==> config.mk <==
export PLATFORM = sky130hd
export DESIGN_NAME = aimap_regs
export DESIGN_NICKNAME = d
export VERILOG_FILES = /design/src/verilog/aimap_pkg.sv /design/src/verilog/aimap_regs.sv
export SDC_FILE = /design/constraint.sdc
export NUM_CORES = 1
export LEC_CHECK = 0
export BUFFER_PORTS_ARGS = -buffer_cell sky130_fd_sc_hd__buf_2
export CAP_MARGIN = 20
export CORE_ASPECT_RATIO = 1.2
export CORE_MARGIN = 3
export CORE_UTILIZATION = 53
export CTS_CLUSTER_SIZE = 40
export DETAILED_ROUTE_END_ITERATION = 8
export PLACE_DENSITY = 0.85
export SLEW_MARGIN = 20
export SYNTH_ARGS = -nofsm -noshare
export SYNTH_HDL_FRONTEND = slang
export SYNTH_SLANG_ARGS = --single-unit
==> constraint.sdc <==
create_clock -name clk -period 6.93 [get_ports clk]
set_input_delay 1.7325 -clock clk [delete_from_list [all_inputs] [get_ports clk]]
set_output_delay 1.7325 -clock clk [all_outputs]
set_load 0.01 [all_outputs]
==> src/verilog/aimap_pkg.sv <==
package aimap_pkg;
  // direct numbering bases, word offsets
  localparam logic [15:0] AIMAP_ALLOC_IN_BASE  = 16'h0000;
  localparam logic [15:0] AIMAP_CH12_BASE      = 16'h0200;
  localparam logic [15:0] AIMAP_CH34_BASE      = 16'h0280;
  localparam logic [15:0] AIMAP_STAT_WORD_BASE = 16'h0300;
  localparam logic [15:0] AIMAP_TYPE_BASE      = 16'h0400;
  localparam logic [15:0] AIMAP_HOLD_BASE      = 16'h0600;
  localparam logic [15:0] AIMAP_STAT_BIT_BASE  = 16'h0800;
  localparam logic [15:0] AIMAP_ALLOC_SPAN     = 16'h0200;
  // legacy prefixed numbering bases
  localparam logic [15:0] AIMAP_LEG_ALLOC_IN   = 16'h7531;
  localparam logic [15:0] AIMAP_LEG_HOLD       = 16'h3f48;
  localparam logic [15:0] AIMAP_LEG_CH12       = 16'h891c;
  localparam logic [15:0] AIMAP_LEG_CH34       = 16'h8a48;
  localparam logic [15:0] AIMAP_LEG_STAT_BIT   = 16'h36b1;
  localparam logic [15:0] AIMAP_LEG_STAT_WORD  = 16'h8980;
  localparam logic [15:0] AIMAP_LEG_TYPE       = 16'h89e4;
  // function codes and exception
  localparam logic [7:0]  AIMAP_FC_READ_BITS   = 8'h02;
  localparam logic [7:0]  AIMAP_FC_READ_HOLD   = 8'h03;
  localparam logic [7:0]  AIMAP_FC_READ_INPUT  = 8'h04;
  localparam logic [7:0]  AIMAP_EXC_ILL_ADDR   = 8'h02;
  // current in microamps, then channel and status bit counts
  localparam logic [15:0] AIMAP_LIVE_ZERO_UA   = 16'h0e10;
  localparam logic [15:0] AIMAP_LOW_POINT_UA   = 16'h03e8;
  localparam logic [15:0] AIMAP_HIGH_POINT_UA  = 16'h5208;
  localparam int          AIMAP_NUM_CH         = 4;
  localparam int          AIMAP_STAT_BITS      = 8;

  typedef struct packed {
    logic        valid;
    logic [7:0]  fc;
    logic        legacy;
    logic [15:0] addr;
  } aimap_req_t;

  typedef struct packed {
    logic        valid;
    logic        exc;
    logic [7:0]  exc_code;
    logic [15:0] data;
  } aimap_rsp_t;

  typedef struct packed {
    logic        fault_en;
    logic        scale_in_span;
    logic [15:0] low_point;
    logic [15:0] high_point;
    logic [8:0]  alloc_addr;
  } aimap_chcfg_t;

  typedef struct packed {
    aimap_rsp_t                   rsp;
    logic [AIMAP_NUM_CH-1:0]      chan_active;
    logic [AIMAP_STAT_BITS-1:0]   status;
  } aimap_state_t;
endpackage

==> src/verilog/aimap_regs.sv <==
`timescale 1ns/1ps
// Behaviour
// - holding area at 1536 plus allocated address
// - slot words at 512, 640, 768, 1024
// - status bits at 2048 plus eight per slot
// - direct and legacy prefixed numbering both decode
// - broken lead or short gives line fault
// - line fault disableable per channel
// - configurable low and high switching points
// - live zero below 3.6 mA
// - channel active follows module active
// - word: live zero bit0, fault bit1, value above
// - scaling outside span: value only
module aimap_regs import aimap_pkg::*; #(
  parameter int          MAX_SLOTS = 64,
  parameter logic [15:0] TYPE_CODE = 16'h00a5  // arbitrary value
) (
  // clock and reset
  input  wire logic                           clk,
  input  wire logic                           reset,
  input  wire logic                           ce,
  // station configuration
  input  wire logic [5:0]                     my_slot,
  input  wire logic                           module_active,
  input  wire aimap_chcfg_t [AIMAP_NUM_CH-1:0] chan_cfg,
  // measurement from converter logic
  input  wire logic [AIMAP_NUM_CH-1:0][15:0]  chan_current,
  input  wire logic [AIMAP_NUM_CH-1:0][15:0]  chan_value,
  // read request and answer
  input  wire aimap_req_t                     req,
  output aimap_rsp_t                          rsp,
  output logic [AIMAP_NUM_CH-1:0]             chan_active
);

  if (MAX_SLOTS < 1 || MAX_SLOTS > 64) begin : g_chk
    $error("MAX_SLOTS must be 1..64");
  end

  aimap_state_t q;
  aimap_state_t d;
  logic [AIMAP_NUM_CH-1:0]       lz_c;
  logic [AIMAP_NUM_CH-1:0]       lf_c;
  logic [AIMAP_NUM_CH-1:0][15:0] word_c;
  logic [15:0]                   dir_c;

  // legacy base to direct base when inside span
  function automatic logic [15:0] leg_map(input logic [15:0] a, input logic [15:0] lb,
                                          input logic [15:0] db, input logic [15:0] span,
                                          input logic [15:0] dflt);
    leg_map = (a >= lb && a < lb + span) ? db + (a - lb) : dflt;
  endfunction

  function automatic logic [15:0] to_direct(input logic [15:0] a, input logic legacy);
    logic [15:0] r;
    logic [15:0] s;
    s = 16'(MAX_SLOTS);
    r = 16'hffff;
    if (!legacy) begin
      r = a;
    end else begin
      r = leg_map(a, AIMAP_LEG_ALLOC_IN, AIMAP_ALLOC_IN_BASE, AIMAP_ALLOC_SPAN, r);
      r = leg_map(a, AIMAP_LEG_HOLD, AIMAP_HOLD_BASE, AIMAP_ALLOC_SPAN, r);
      r = leg_map(a, AIMAP_LEG_CH12, AIMAP_CH12_BASE, 16'(2 * s), r);
      r = leg_map(a, AIMAP_LEG_CH34, AIMAP_CH34_BASE, 16'(2 * s), r);
      r = leg_map(a, AIMAP_LEG_STAT_WORD, AIMAP_STAT_WORD_BASE, s, r);
      r = leg_map(a, AIMAP_LEG_TYPE, AIMAP_TYPE_BASE, s, r);
      r = leg_map(a, AIMAP_LEG_STAT_BIT, AIMAP_STAT_BIT_BASE, 16'(8 * s), r);
    end
    to_direct = r;
  endfunction

  always_comb begin
    for (int i = 0; i < AIMAP_NUM_CH; i++) begin
      lz_c[i] = chan_current[i] < AIMAP_LIVE_ZERO_UA;
      lf_c[i] = chan_cfg[i].fault_en &&
                (chan_current[i] < chan_cfg[i].low_point ||
                 chan_current[i] > chan_cfg[i].high_point);
      word_c[i] = chan_cfg[i].scale_in_span ?
                  {chan_value[i][15:4], 2'b00, lf_c[i], lz_c[i]} :
                  chan_value[i];
    end
  end

  assign dir_c = to_direct(req.addr, req.legacy);

  always_comb begin
    logic        hit;
    logic [15:0] off;
    logic [15:0] dat;
    hit = 1'b0;
    off = 16'h0000;
    dat = 16'h0000;
    d = q;
    d.rsp.valid = 1'b0;
    d.chan_active = {AIMAP_NUM_CH{module_active}};
    d.status = {module_active, 3'b000, lf_c | lz_c};
    if (req.valid) begin
      unique case (req.fc)
        AIMAP_FC_READ_INPUT: begin
          if (dir_c < AIMAP_ALLOC_IN_BASE + AIMAP_ALLOC_SPAN) begin
            for (int i = 0; i < AIMAP_NUM_CH; i++) begin
              if (!hit && {7'h00, chan_cfg[i].alloc_addr} == dir_c - AIMAP_ALLOC_IN_BASE) begin
                hit = 1'b1;
                dat = word_c[i];
              end
            end
          end else if (dir_c >= AIMAP_CH12_BASE && dir_c < AIMAP_CH34_BASE) begin
            off = dir_c - AIMAP_CH12_BASE;
            hit = off[15:1] == {9'h000, my_slot};
            dat = off[0] ? word_c[1] : word_c[0];
          end else if (dir_c >= AIMAP_CH34_BASE && dir_c < AIMAP_STAT_WORD_BASE) begin
            off = dir_c - AIMAP_CH34_BASE;
            hit = off[15:1] == {9'h000, my_slot};
            dat = off[0] ? word_c[3] : word_c[2];
          end else if (dir_c >= AIMAP_STAT_WORD_BASE && dir_c < AIMAP_TYPE_BASE) begin
            hit = dir_c - AIMAP_STAT_WORD_BASE == {10'h000, my_slot};
            dat = {8'h00, d.status};
          end else if (dir_c >= AIMAP_TYPE_BASE && dir_c < AIMAP_HOLD_BASE) begin
            hit = dir_c - AIMAP_TYPE_BASE == {10'h000, my_slot};
            dat = TYPE_CODE;
          end
        end
        AIMAP_FC_READ_HOLD: begin
          if (dir_c >= AIMAP_HOLD_BASE && dir_c < AIMAP_HOLD_BASE + AIMAP_ALLOC_SPAN) begin
            for (int i = 0; i < AIMAP_NUM_CH; i++) begin
              if (!hit && {7'h00, chan_cfg[i].alloc_addr} == dir_c - AIMAP_HOLD_BASE) begin
                hit = 1'b1;
                dat = word_c[i];
              end
            end
          end
        end
        AIMAP_FC_READ_BITS: begin
          if (dir_c >= AIMAP_STAT_BIT_BASE) begin
            off = dir_c - AIMAP_STAT_BIT_BASE;
            hit = off[15:3] == {7'h00, my_slot};
            dat = {15'h0000, d.status[off[2:0]]};
          end
        end
        default: hit = 1'b0;
      endcase
      d.rsp.valid = 1'b1;
      d.rsp.exc = !hit;
      d.rsp.exc_code = hit ? 8'h00 : AIMAP_EXC_ILL_ADDR;
      d.rsp.data = hit ? dat : 16'h0000;
    end
  end

  always_ff @(posedge clk) begin
    if (reset) begin
      q <= '0;
    end else if (ce) begin
      q <= d;
    end
  end

  assign rsp = q.rsp;
  assign chan_active = q.chan_active;
endmodule

; ---- Yosys cells after proc, flatten, opt, wreduce, memory -nomap -nowiden
; Index checks and enable logic that the tools add are counted.
[classes]
add_sub_neg = 19
n_lt_le_gt_ge = 39
n_mux = 70
eq_ne = 16
bitwise = 1
reduce_logical = 34
[op_table]
columns = cell, n
row1 = two-way mux 16 bit, 23
row2 = == test 9 x 16 -> 1 bit, 8
row3 = "less-than comparator 16 x 12 -> 1 bit, second input constant", 5
row4 = "greater-or-equal comparator 16 bit, second input constant", 4
row5 = greater-than comparator 16 bit, 4
row6 = less-than comparator 16 bit, 4
row7 = "less-than comparator 16 bit, second input constant", 4
row8 = "subtractor 16 bit, second input constant", 4
row9 = "adder 10 x 16 -> 16 bit, first input constant", 3
row10 = "greater-or-equal comparator 16 x 10 -> 1 bit, second input constant", 3
row11 = "less-than comparator 16 x 10 -> 1 bit, second input constant", 3
row12 = case mux 16 bit (3 select lines), 1
row13 = "subtractor 16 x 10 -> 16 bit, second input constant", 3
row14 = two-way mux 1 bit, 36
row15 = "adder 11 x 16 -> 16 bit, first input constant", 2
row16 = == test 16 x 6 -> 1 bit, 2
row17 = "greater-or-equal comparator 16 x 11 -> 1 bit, second input constant", 2
row18 = "greater-or-equal comparator 16 x 14 -> 1 bit, second input constant", 2
row19 = "less-than comparator 16 x 11 -> 1 bit, second input constant", 2
row20 = "less-than comparator 16 x 15 -> 1 bit, second input constant", 2
row21 = "subtractor 16 x 11 -> 16 bit, second input constant", 2
row22 = "subtractor 16 x 14 -> 16 bit, second input constant", 2
row23 = == test 15 x 6 -> 1 bit, 2
row24 = two-way mux 26 bit, 1
row25 = 20 further kinds, 55
[word_totals]
inputBits = 336
elab_cells = 184
out_inout_bits = 30
reg_bits = 27

; ---- Depth between registers and ports, before layout
; Gate-level depths: netlist of the first run.
[logic_depth]
ltp_word = 36
depth_mapped = 23
mapped_depth_nobuf = 19

; ---- Least setup slack after synthesis of the first run
; OpenSTA, ideal clock, no wires.
[synth_path]
kind = in2reg
start = input req[0] (netlist bit)
end = register q (netlist bit rsp[3])
path_slack_ns = 0.753
arrival_ns = 6.056
cell_stages = 20
path_buffers = 4
t_required_ns = 6.809
setup_time_ns = 0.121
cell_sequence = clkbuf_1 -> inv_1 -> ha_1 -> buf_4 -> and2_0 -> clkbuf_1 -> o311a_1 -> o21a_1 -> a221o_1 -> a211o_1 -> a22oi_4 -> xor2_1 -> a2111oi_0 -> and4_1 -> buf_6 -> nor4_4 -> a311o_1 -> a211o_1 -> a221oi_1 -> o21ai_1
[synth_between]
elab_chain_len = 35
word_cells_on_any_way = 142
cone_classes = add/sub (19) / order compare (26) / eq/ne (13) / mux (60) / reduce/logical (24)
[synth_rtl]
columns = element, line
row1 = "start, declared", aimap_regs.sv:30  ; input wire aimap_req_t req,
row2 = branches (longest 9 deep; another with subtractor 16 x 14 -> 16 bit), n/a
row3 = two-way mux 16 bit (*), aimap_regs.sv:58  ; if (!legacy) begin
row4 = subtractor 16 x 11 -> 16 bit, aimap_regs.sv:126  ; if (!hit && {7'h00, chan_cfg[i].alloc_addr} == dir_c - AIMAP_HOLD_BASE) begin
row5 = == test 9 x 16 -> 1 bit, aimap_regs.sv:126
row6 = two-way mux 1 bit, aimap_regs.sv:126
row7 = two-way mux 1 bit, aimap_regs.sv:124  ; if (dir_c >= AIMAP_HOLD_BASE && dir_c < AIMAP_HOLD_BASE + AIMAP_ALLOC_SPAN) begin
row8 = two-way mux 1 bit, aimap_regs.sv:98  ; unique case (req.fc)
row9 = two-way mux 1 bit, aimap_regs.sv:97  ; if (req.valid) begin
row10 = [11 not listed], n/a
row11 = two-way mux 1 bit, aimap_regs.sv:97
row12 = logical NOT 1 bit, aimap_regs.sv:126
row13 = logical AND 1 bit, aimap_regs.sv:126
row14 = two-way mux 1 bit, aimap_regs.sv:126
row15 = two-way mux 1 bit, aimap_regs.sv:124
row16 = case mux 1 bit (3 select lines), aimap_regs.sv:98
row17 = two-way mux 1 bit, aimap_regs.sv:97
row18 = two-way mux 16 bit (*), aimap_regs.sv:145  ; d.rsp.data = hit ? dat : 16'h0000;
row19 = "end signal, assigned", aimap_regs.sv:151  ; q <= '0;
row20 = "end signal, assigned", aimap_regs.sv:153  ; q <= d;
row21 = "end, declared", aimap_regs.sv:39  ; aimap_state_t q;
; Every way passes the cells marked *. The select of a mux whose other input is x is not followed.
; A chain may end at the register's enable or synchronous reset.

; ---- Final worst setup path of the first run
[layout_path]
start = input req[1] (netlist bit)
end = register q (netlist bit rsp[1])
; The elaborated chain is that of the path after synthesis.

==> results of run 1 <==
## final timing paths
| check | from | to | slack (ns) |
|---|---|---|---|
| setup / recovery | req[1] | rsp[1] | 0.40 |
| hold / removal | rsp[1] | rsp[1] | 0.46 |
| setup reg to reg | rsp[0] | rsp[0] | 6.09 |
| hold reg to reg | rsp[1] | rsp[1] | 0.46 |
## through the flow
step,power (W),hold slack (ns),std cells,utilization
6_report,0.000939,0.459,2067,0.693
4_1_cts,0.000918,0.457,2064,0.692
5_1_grt,0.00100,0.479,2066,0.693
2_1_floorplan,0.000500,0.470,1421,-
3_5_place_dp,0.000787,0.443,2060,0.688
3_3_place_gp,0.000774,0.435,2060,0.688
## cells by family after synthesis
| family | after synthesis |
|---|---|
| AOI/OAI and AO/OA | 482 |
| xor gates and xnor gates | 53 |
| adders and majority gates | 144 |
| buffers and inverters | 236 |
| DFF | 19 |
| muxes | 29 |
| other | 1 |
| and+or+nand+nor | 451 |
## power by group through the flow
stage / Sequential, W / Clock, W / Combinational (W)
global route: 0.000111 / 0.000131 / 0.000760
global placement: 0.000114 / 0 / 0.000661
floorplan: 0.000114 / 0 / 0.000386
detailed placement: 0.000114 / 0 / 0.000673
CTS: 0.000111 / 0.000128 / 0.000678
finish: 0.000111 / 0.000129 / 0.000699
## per-layer routing
metal / GRT usage / vias to the layer above
met2: 0.751 / 1012
met3: 0.0836 / 303
met5: 0 / -
li1: - / 6136
met1: 0.464 / 6273
met4: 0.288 / 8
## cell usage in the layout, fill, tap and decap left out, types with 8 or more instances in the layout
cell type / synthesis / layout
a31oi_1: 22 / 22
buf_4: 19 / 109
nand2_1: 120 / 120
ha_1: 144 / 144
and2_1: 17 / 17
a222oi_1: 13 / 13
o21a_1: 28 / 28
a211o_1: 9 / 9
o21ai_0: 63 / 63
a21oi_1: 72 / 72
a22o_1: 14 / 14
and4_1: 8 / 8
o221ai_1: 16 / 16
o21ai_1: 16 / 16
nand3_1: 28 / 28
a221oi_1: 11 / 11
xnor2_1: 36 / 36
inv_1: 150 / 150
nand2b_1: 18 / 18
o211ai_1: 29 / 29
nor2b_1: 20 / 20
a21o_1: 36 / 36
dfxtp_1: 19 / 19
a211oi_1: 24 / 24
a221o_1: 18 / 18
and3_1: 11 / 11
nand4_1: 34 / 34
or3_1: 9 / 9
nor2_1: 80 / 79
xor2_1: 17 / 17
mux2i_1: 26 / 26
nor4_1: 18 / 18
buf_2: 22 / 358
nor3_1: 33 / 33
## flip-flops by register name (all words and copies together), names as in the netlist
signal       flops
rsp             18
chan_active      1
## cell type report
type	count	area (sq um)
tap	252	315
inverter	151	567
clock buffer	4	78.8
fill	1614	5620
sequential	19	380
multi-input combinational	1166	8630
timing repair buffer	472	2710
antenna	3	7.51
## what timing repair did
action,in CTS,in global routing
resized for setup,0,1
setup buffers,0,0
endpoints found under the setup margin,0,1
## worst max-delay path: stages
cell and delay [ns]:
buf_2 0.15, inv_1 0.10, ha_1 0.34, nand2_1 0.30, a2111oi_4 0.39, nor2_1 0.20
buf_4 0.20, o31ai_1 0.45, o22ai_1 0.31, a22oi_1 0.42, o2111a_1 0.24, nand4b_1 0.21
or2_2 0.39, buf_12 0.16, and4_1 0.24, o32ai_1 0.32, a31oi_1 0.12, nand2b_1 0.27
o21ai_1 0.15
==> flow_summary.toml, run 1 <==
[synth]
yosysUniqueCellTypes = 105
synthAdderAreaFrac = 0.180
synthMuxAreaShare = 0.0295
synth_area_sq_um = 9980
synth_compound_area_frac = 0.364
synthMostInstantiatedCell = "inv_1"
ys_async_sr_fraction = 0
yosys-top-cells-count = "inv_1, ha_1, nand2_1"
ys_top_cells_by_area = "ha_1, inv_1, nand2_1, dfxtp_1, a21oi_1"
synth-seq-cells = 19
yosysTopAreaCell = "ha_1"
netlist_instances = 1415
synth_ff_type = "dfxtp_1"
synthSimpleGateAreaFrac = 0.240
synth-edff-count = 0
ys_warn_count = 0
synth_top_family_by_area = "compound AO/OA/AOI/OAI gates"
synthXorXnorAreaFrac = 0.0465
avgSynthCellArea_sq_um = 7.06
yosysSeqAreaShare = 0.0381
synth_top_cell_area_share = 0.180

[critical_path]
crit_fanout = 12
r2r_cells = 3
arrival_ns = 6.72
cp-end-kind = "flip-flop"
path_class = "input pin to flip-flop"
crit_path_start_kind = "input pin"
crit_required_ns = 7.12

[power]
sequentialPowerShare = 0.119
ir_worst_vdd_uv = 88.4
p_int_w = 0.000488
pwr-share-clk = 0.137
p_sw_w = 0.000452
power_frac_comb = 0.745
powerDensity_nw_per_um2 = 74.0
switching_share = 0.481
p_leak_nw = 6.30

[clock_network]
clkSinkCount = 19
cts-root-buf = "clkbuf_16"
cts_buffers = 3
clk_pin_slew_ns = 0.06
clkLatencyLatePin_ns = 0.26
htree_levels = 1
clockBufferDepth = 2
cts_tree = "yes"
hold_buffers = 0

[floorplan]
pin_count = 366
die_h_um = 156
coreArea_sq_um = 18300
start_util = 0.545
die_w_um = 131
dieArea_sq_um = 20500
row_count = 54

[routing]
viasPerCell = 6.64
wl_met2_um = 22200
ant_nets = 0
route.met3.wl_um = 4870
dr_total_vias = 13700
wl_um = 47000
drc = 2
wire_per_inst_um = 22.7
m1WireLength_um = 16000
drt-pass1-iter-count = 8
top_layer_used = "met5"
drtIter0Drc = 1855

[timing]
finalWorstSetupSlack_ns = 0.402
slew_headroom = 0.471
setup_viol = 0
report.final.slew_viol_count = 0
clock_skew_ns = 0
worst_slew_pin_slew_ns = 0.793
finalHoldViolCount = 0
fmax_mhz = 153
rsz0062_at_grt = "no"
min_period_ns = 6.53
fin_crit_sh = 0.942
finalSetupTns_ns = 0

[flow_run]
cap_violations = 0

[min_path]
holdPathStages = 2
min_path_type = "flip-flop to flip-flop"

[run_status]
outcome = "complete, but fails checks"
violations = "design-rule violations"

[grt]
grt_max_degree = 35
globalRoute.totalOverflow = 0
track_usage = 0.425
grt_pass1_vias = 13400
grt_pass1_wl_um = 71100
antenna_found_initial = 6

[placed_design]
place.gp.congestion = 1.14
placement.io_buffers = 358
place_area_sq_um = 12600
preCtsSetupSlack_ns = 0.163
post-dp-hpwl_um = 39000

[cells_and_area]
drive_gt1_frac = 0.290
postLayoutCellArea_sq_um = 12700
syn_to_final_growth_pct = 27.1
nNetsFinal = 2293
(Power assumes the default switching activity.)
==> inputs of run 2 (changes only) <==
- CTS_BUF_LIST: unset -> sky130_fd_sc_hd__clkbuf_4 sky130_fd_sc_hd__clkbuf_8
==> flow_summary.toml, run 2 (synthesis results as in run 1) <==
[run_status]
outcome = "complete, but fails checks"
violations = "design-rule violations"

[floorplan]
start_util = 0.545
coreArea_sq_um = 18300
dieArea_sq_um = 20500
die_h_um = 156
row_count = 54
pin_count = 366
die_w_um = 131

[timing]
finalSetupTns_ns = 0
min_period_ns = 6.49
worst_slew_pin_slew_ns = 0.805
report.final.slew_viol_count = 0
slew_headroom = 0.464
setup_viol = 0
fin_crit_sh = 0.937
clock_skew_ns = 0
fin_hold_ws_ns = 0.464
finalHoldViolCount = 0
fmax_mhz = 154
rsz0062_at_grt = "no"

[cells_and_area]
syn_to_final_growth_pct = 26.9
final_core_util = 0.692
final_cell_mix = "buf_2, inv_1, ha_1"
final_common_cell = "buf_2"
fillers = 1618
nNetsFinal = 2293
largest_register_ffs = 18
drive_gt1_frac = 0.290

[clock_network]
hold_buffers = 0
clk_pin_slew_ns = 0.09
htree_levels = 1
post_cts_resized = 0
cts_setup_buffers = 0
clockBufferDepth = 2
clkLatencyLatePin_ns = 0.27
cts_tree = "yes"
clkSinkCount = 19
cts-root-buf = "clkbuf_8"
cts_buffers = 3

[grt]
grt_pass1_wl_um = 70900
grt_max_degree = 35
globalRoute.totalOverflow = 0
grt_pass1_vias = 13300
antenna_found_initial = 6
track_usage = 0.425

[critical_path]
cp-end-kind = "flip-flop"
crit_required_ns = 7.14
path_class = "input pin to flip-flop"
arrival_ns = 6.70
r2r_cells = 3
crit_path_start_kind = "input pin"
crit_fanout = 12

[routing]
drc = 1
drtIter0Drc = 1852
wire_per_inst_um = 22.6
wl_um = 46800
ant_nets = 0
dr_total_vias = 13700
drt-pass1-iter-count = 9
viasPerCell = 6.60

[power]
ir_worst_vdd_uv = 75.8
p_leak_nw = 6.29
powerDensity_nw_per_um2 = 71.1

[placed_design]
placement.io_buffers = 358
place.gp.congestion = 1.14
post-dp-hpwl_um = 39000

[min_path]
holdPathStages = 2
min_path_type = "flip-flop to flip-flop"

[flow_run]
cap_violations = 0
[run 2: cell types whose count changed in the layout (fill, tap and decap cells not counted)]
cell / previous run / this run
clkbuf_1: 1 / 0
clkbuf_16: 3 / 0
clkbuf_4: 0 / 1
clkbuf_8: 0 / 3
diode_2: 3 / 4
[run 2: final cells by class]
cell class                 instances  area [sq um]  area share
timing repair buffer             472          2710       0.214
inverter                         151           567      0.0447
sequential                        19           380      0.0300
tap                              252           315      0.0249
clock buffer                       4          48.8     0.00385
multi-input combinational       1166          8630       0.682
antenna                            4          10.0    0.000790
[run 2: final timing paths]
kind,to,slack (ns),startpoint
worst min register to register,rsp[6],0.46,rsp[6]
worst max register to register,rsp[0],6.08,rsp[0]
worst min-delay path,rsp[6],0.46,rsp[6]
worst max-delay path,rsp[1],0.44,req[1]
[run 2: worst max-delay path, stage by stage]
cell,delay (ns)
buf_2,0.15
inv_1,0.10
ha_1,0.34
nand2_1,0.30
a2111oi_4,0.39
nor2_1,0.20
buf_4,0.20
o31ai_1,0.43
o22ai_1,0.29
a22oi_1,0.42
o2111a_1,0.24
nand4b_1,0.22
or2_2,0.39
buf_12,0.16
and4_1,0.24
o32ai_1,0.32
a31oi_1,0.12
nand2b_1,0.28
o21ai_1,0.15
[run 2: report_power, final]
group           total, W  switching (W)  internal (W)
sequential      0.000111     0.00000116      0.000110
clock          0.0000914      0.0000464     0.0000450
combinational   0.000698       0.000399      0.000299
[run 2: stage by stage]
step | setup slack [ns] | area, sq um | std cells | total power (W)
floorplan | 0.753 | 10000 | 1421 | 0.000500
global placement | 0.186 | 12600 | 2060 | 0.000774
detailed placement | 0.163 | 12600 | 2060 | 0.000787
CTS | 0.378 | 12600 | 2064 | 0.000879
global route | 0.148 | 12700 | 2066 | 0.000966
finish | 0.436 | 12700 | 2068 | 0.000901
[run 2: metal layers]
| layer | global-route usage | share of wire | vias up |
|---|---|---|---|
| met4 | 0.288 | 0.083 | 8 |
| met5 | 0 | 0.0012 | - |
| li1 | - | - | 6129 |
| met2 | 0.747 | 0.47 | 979 |
| met1 | 0.462 | 0.34 | 6237 |
| met3 | 0.0894 | 0.10 | 303 |
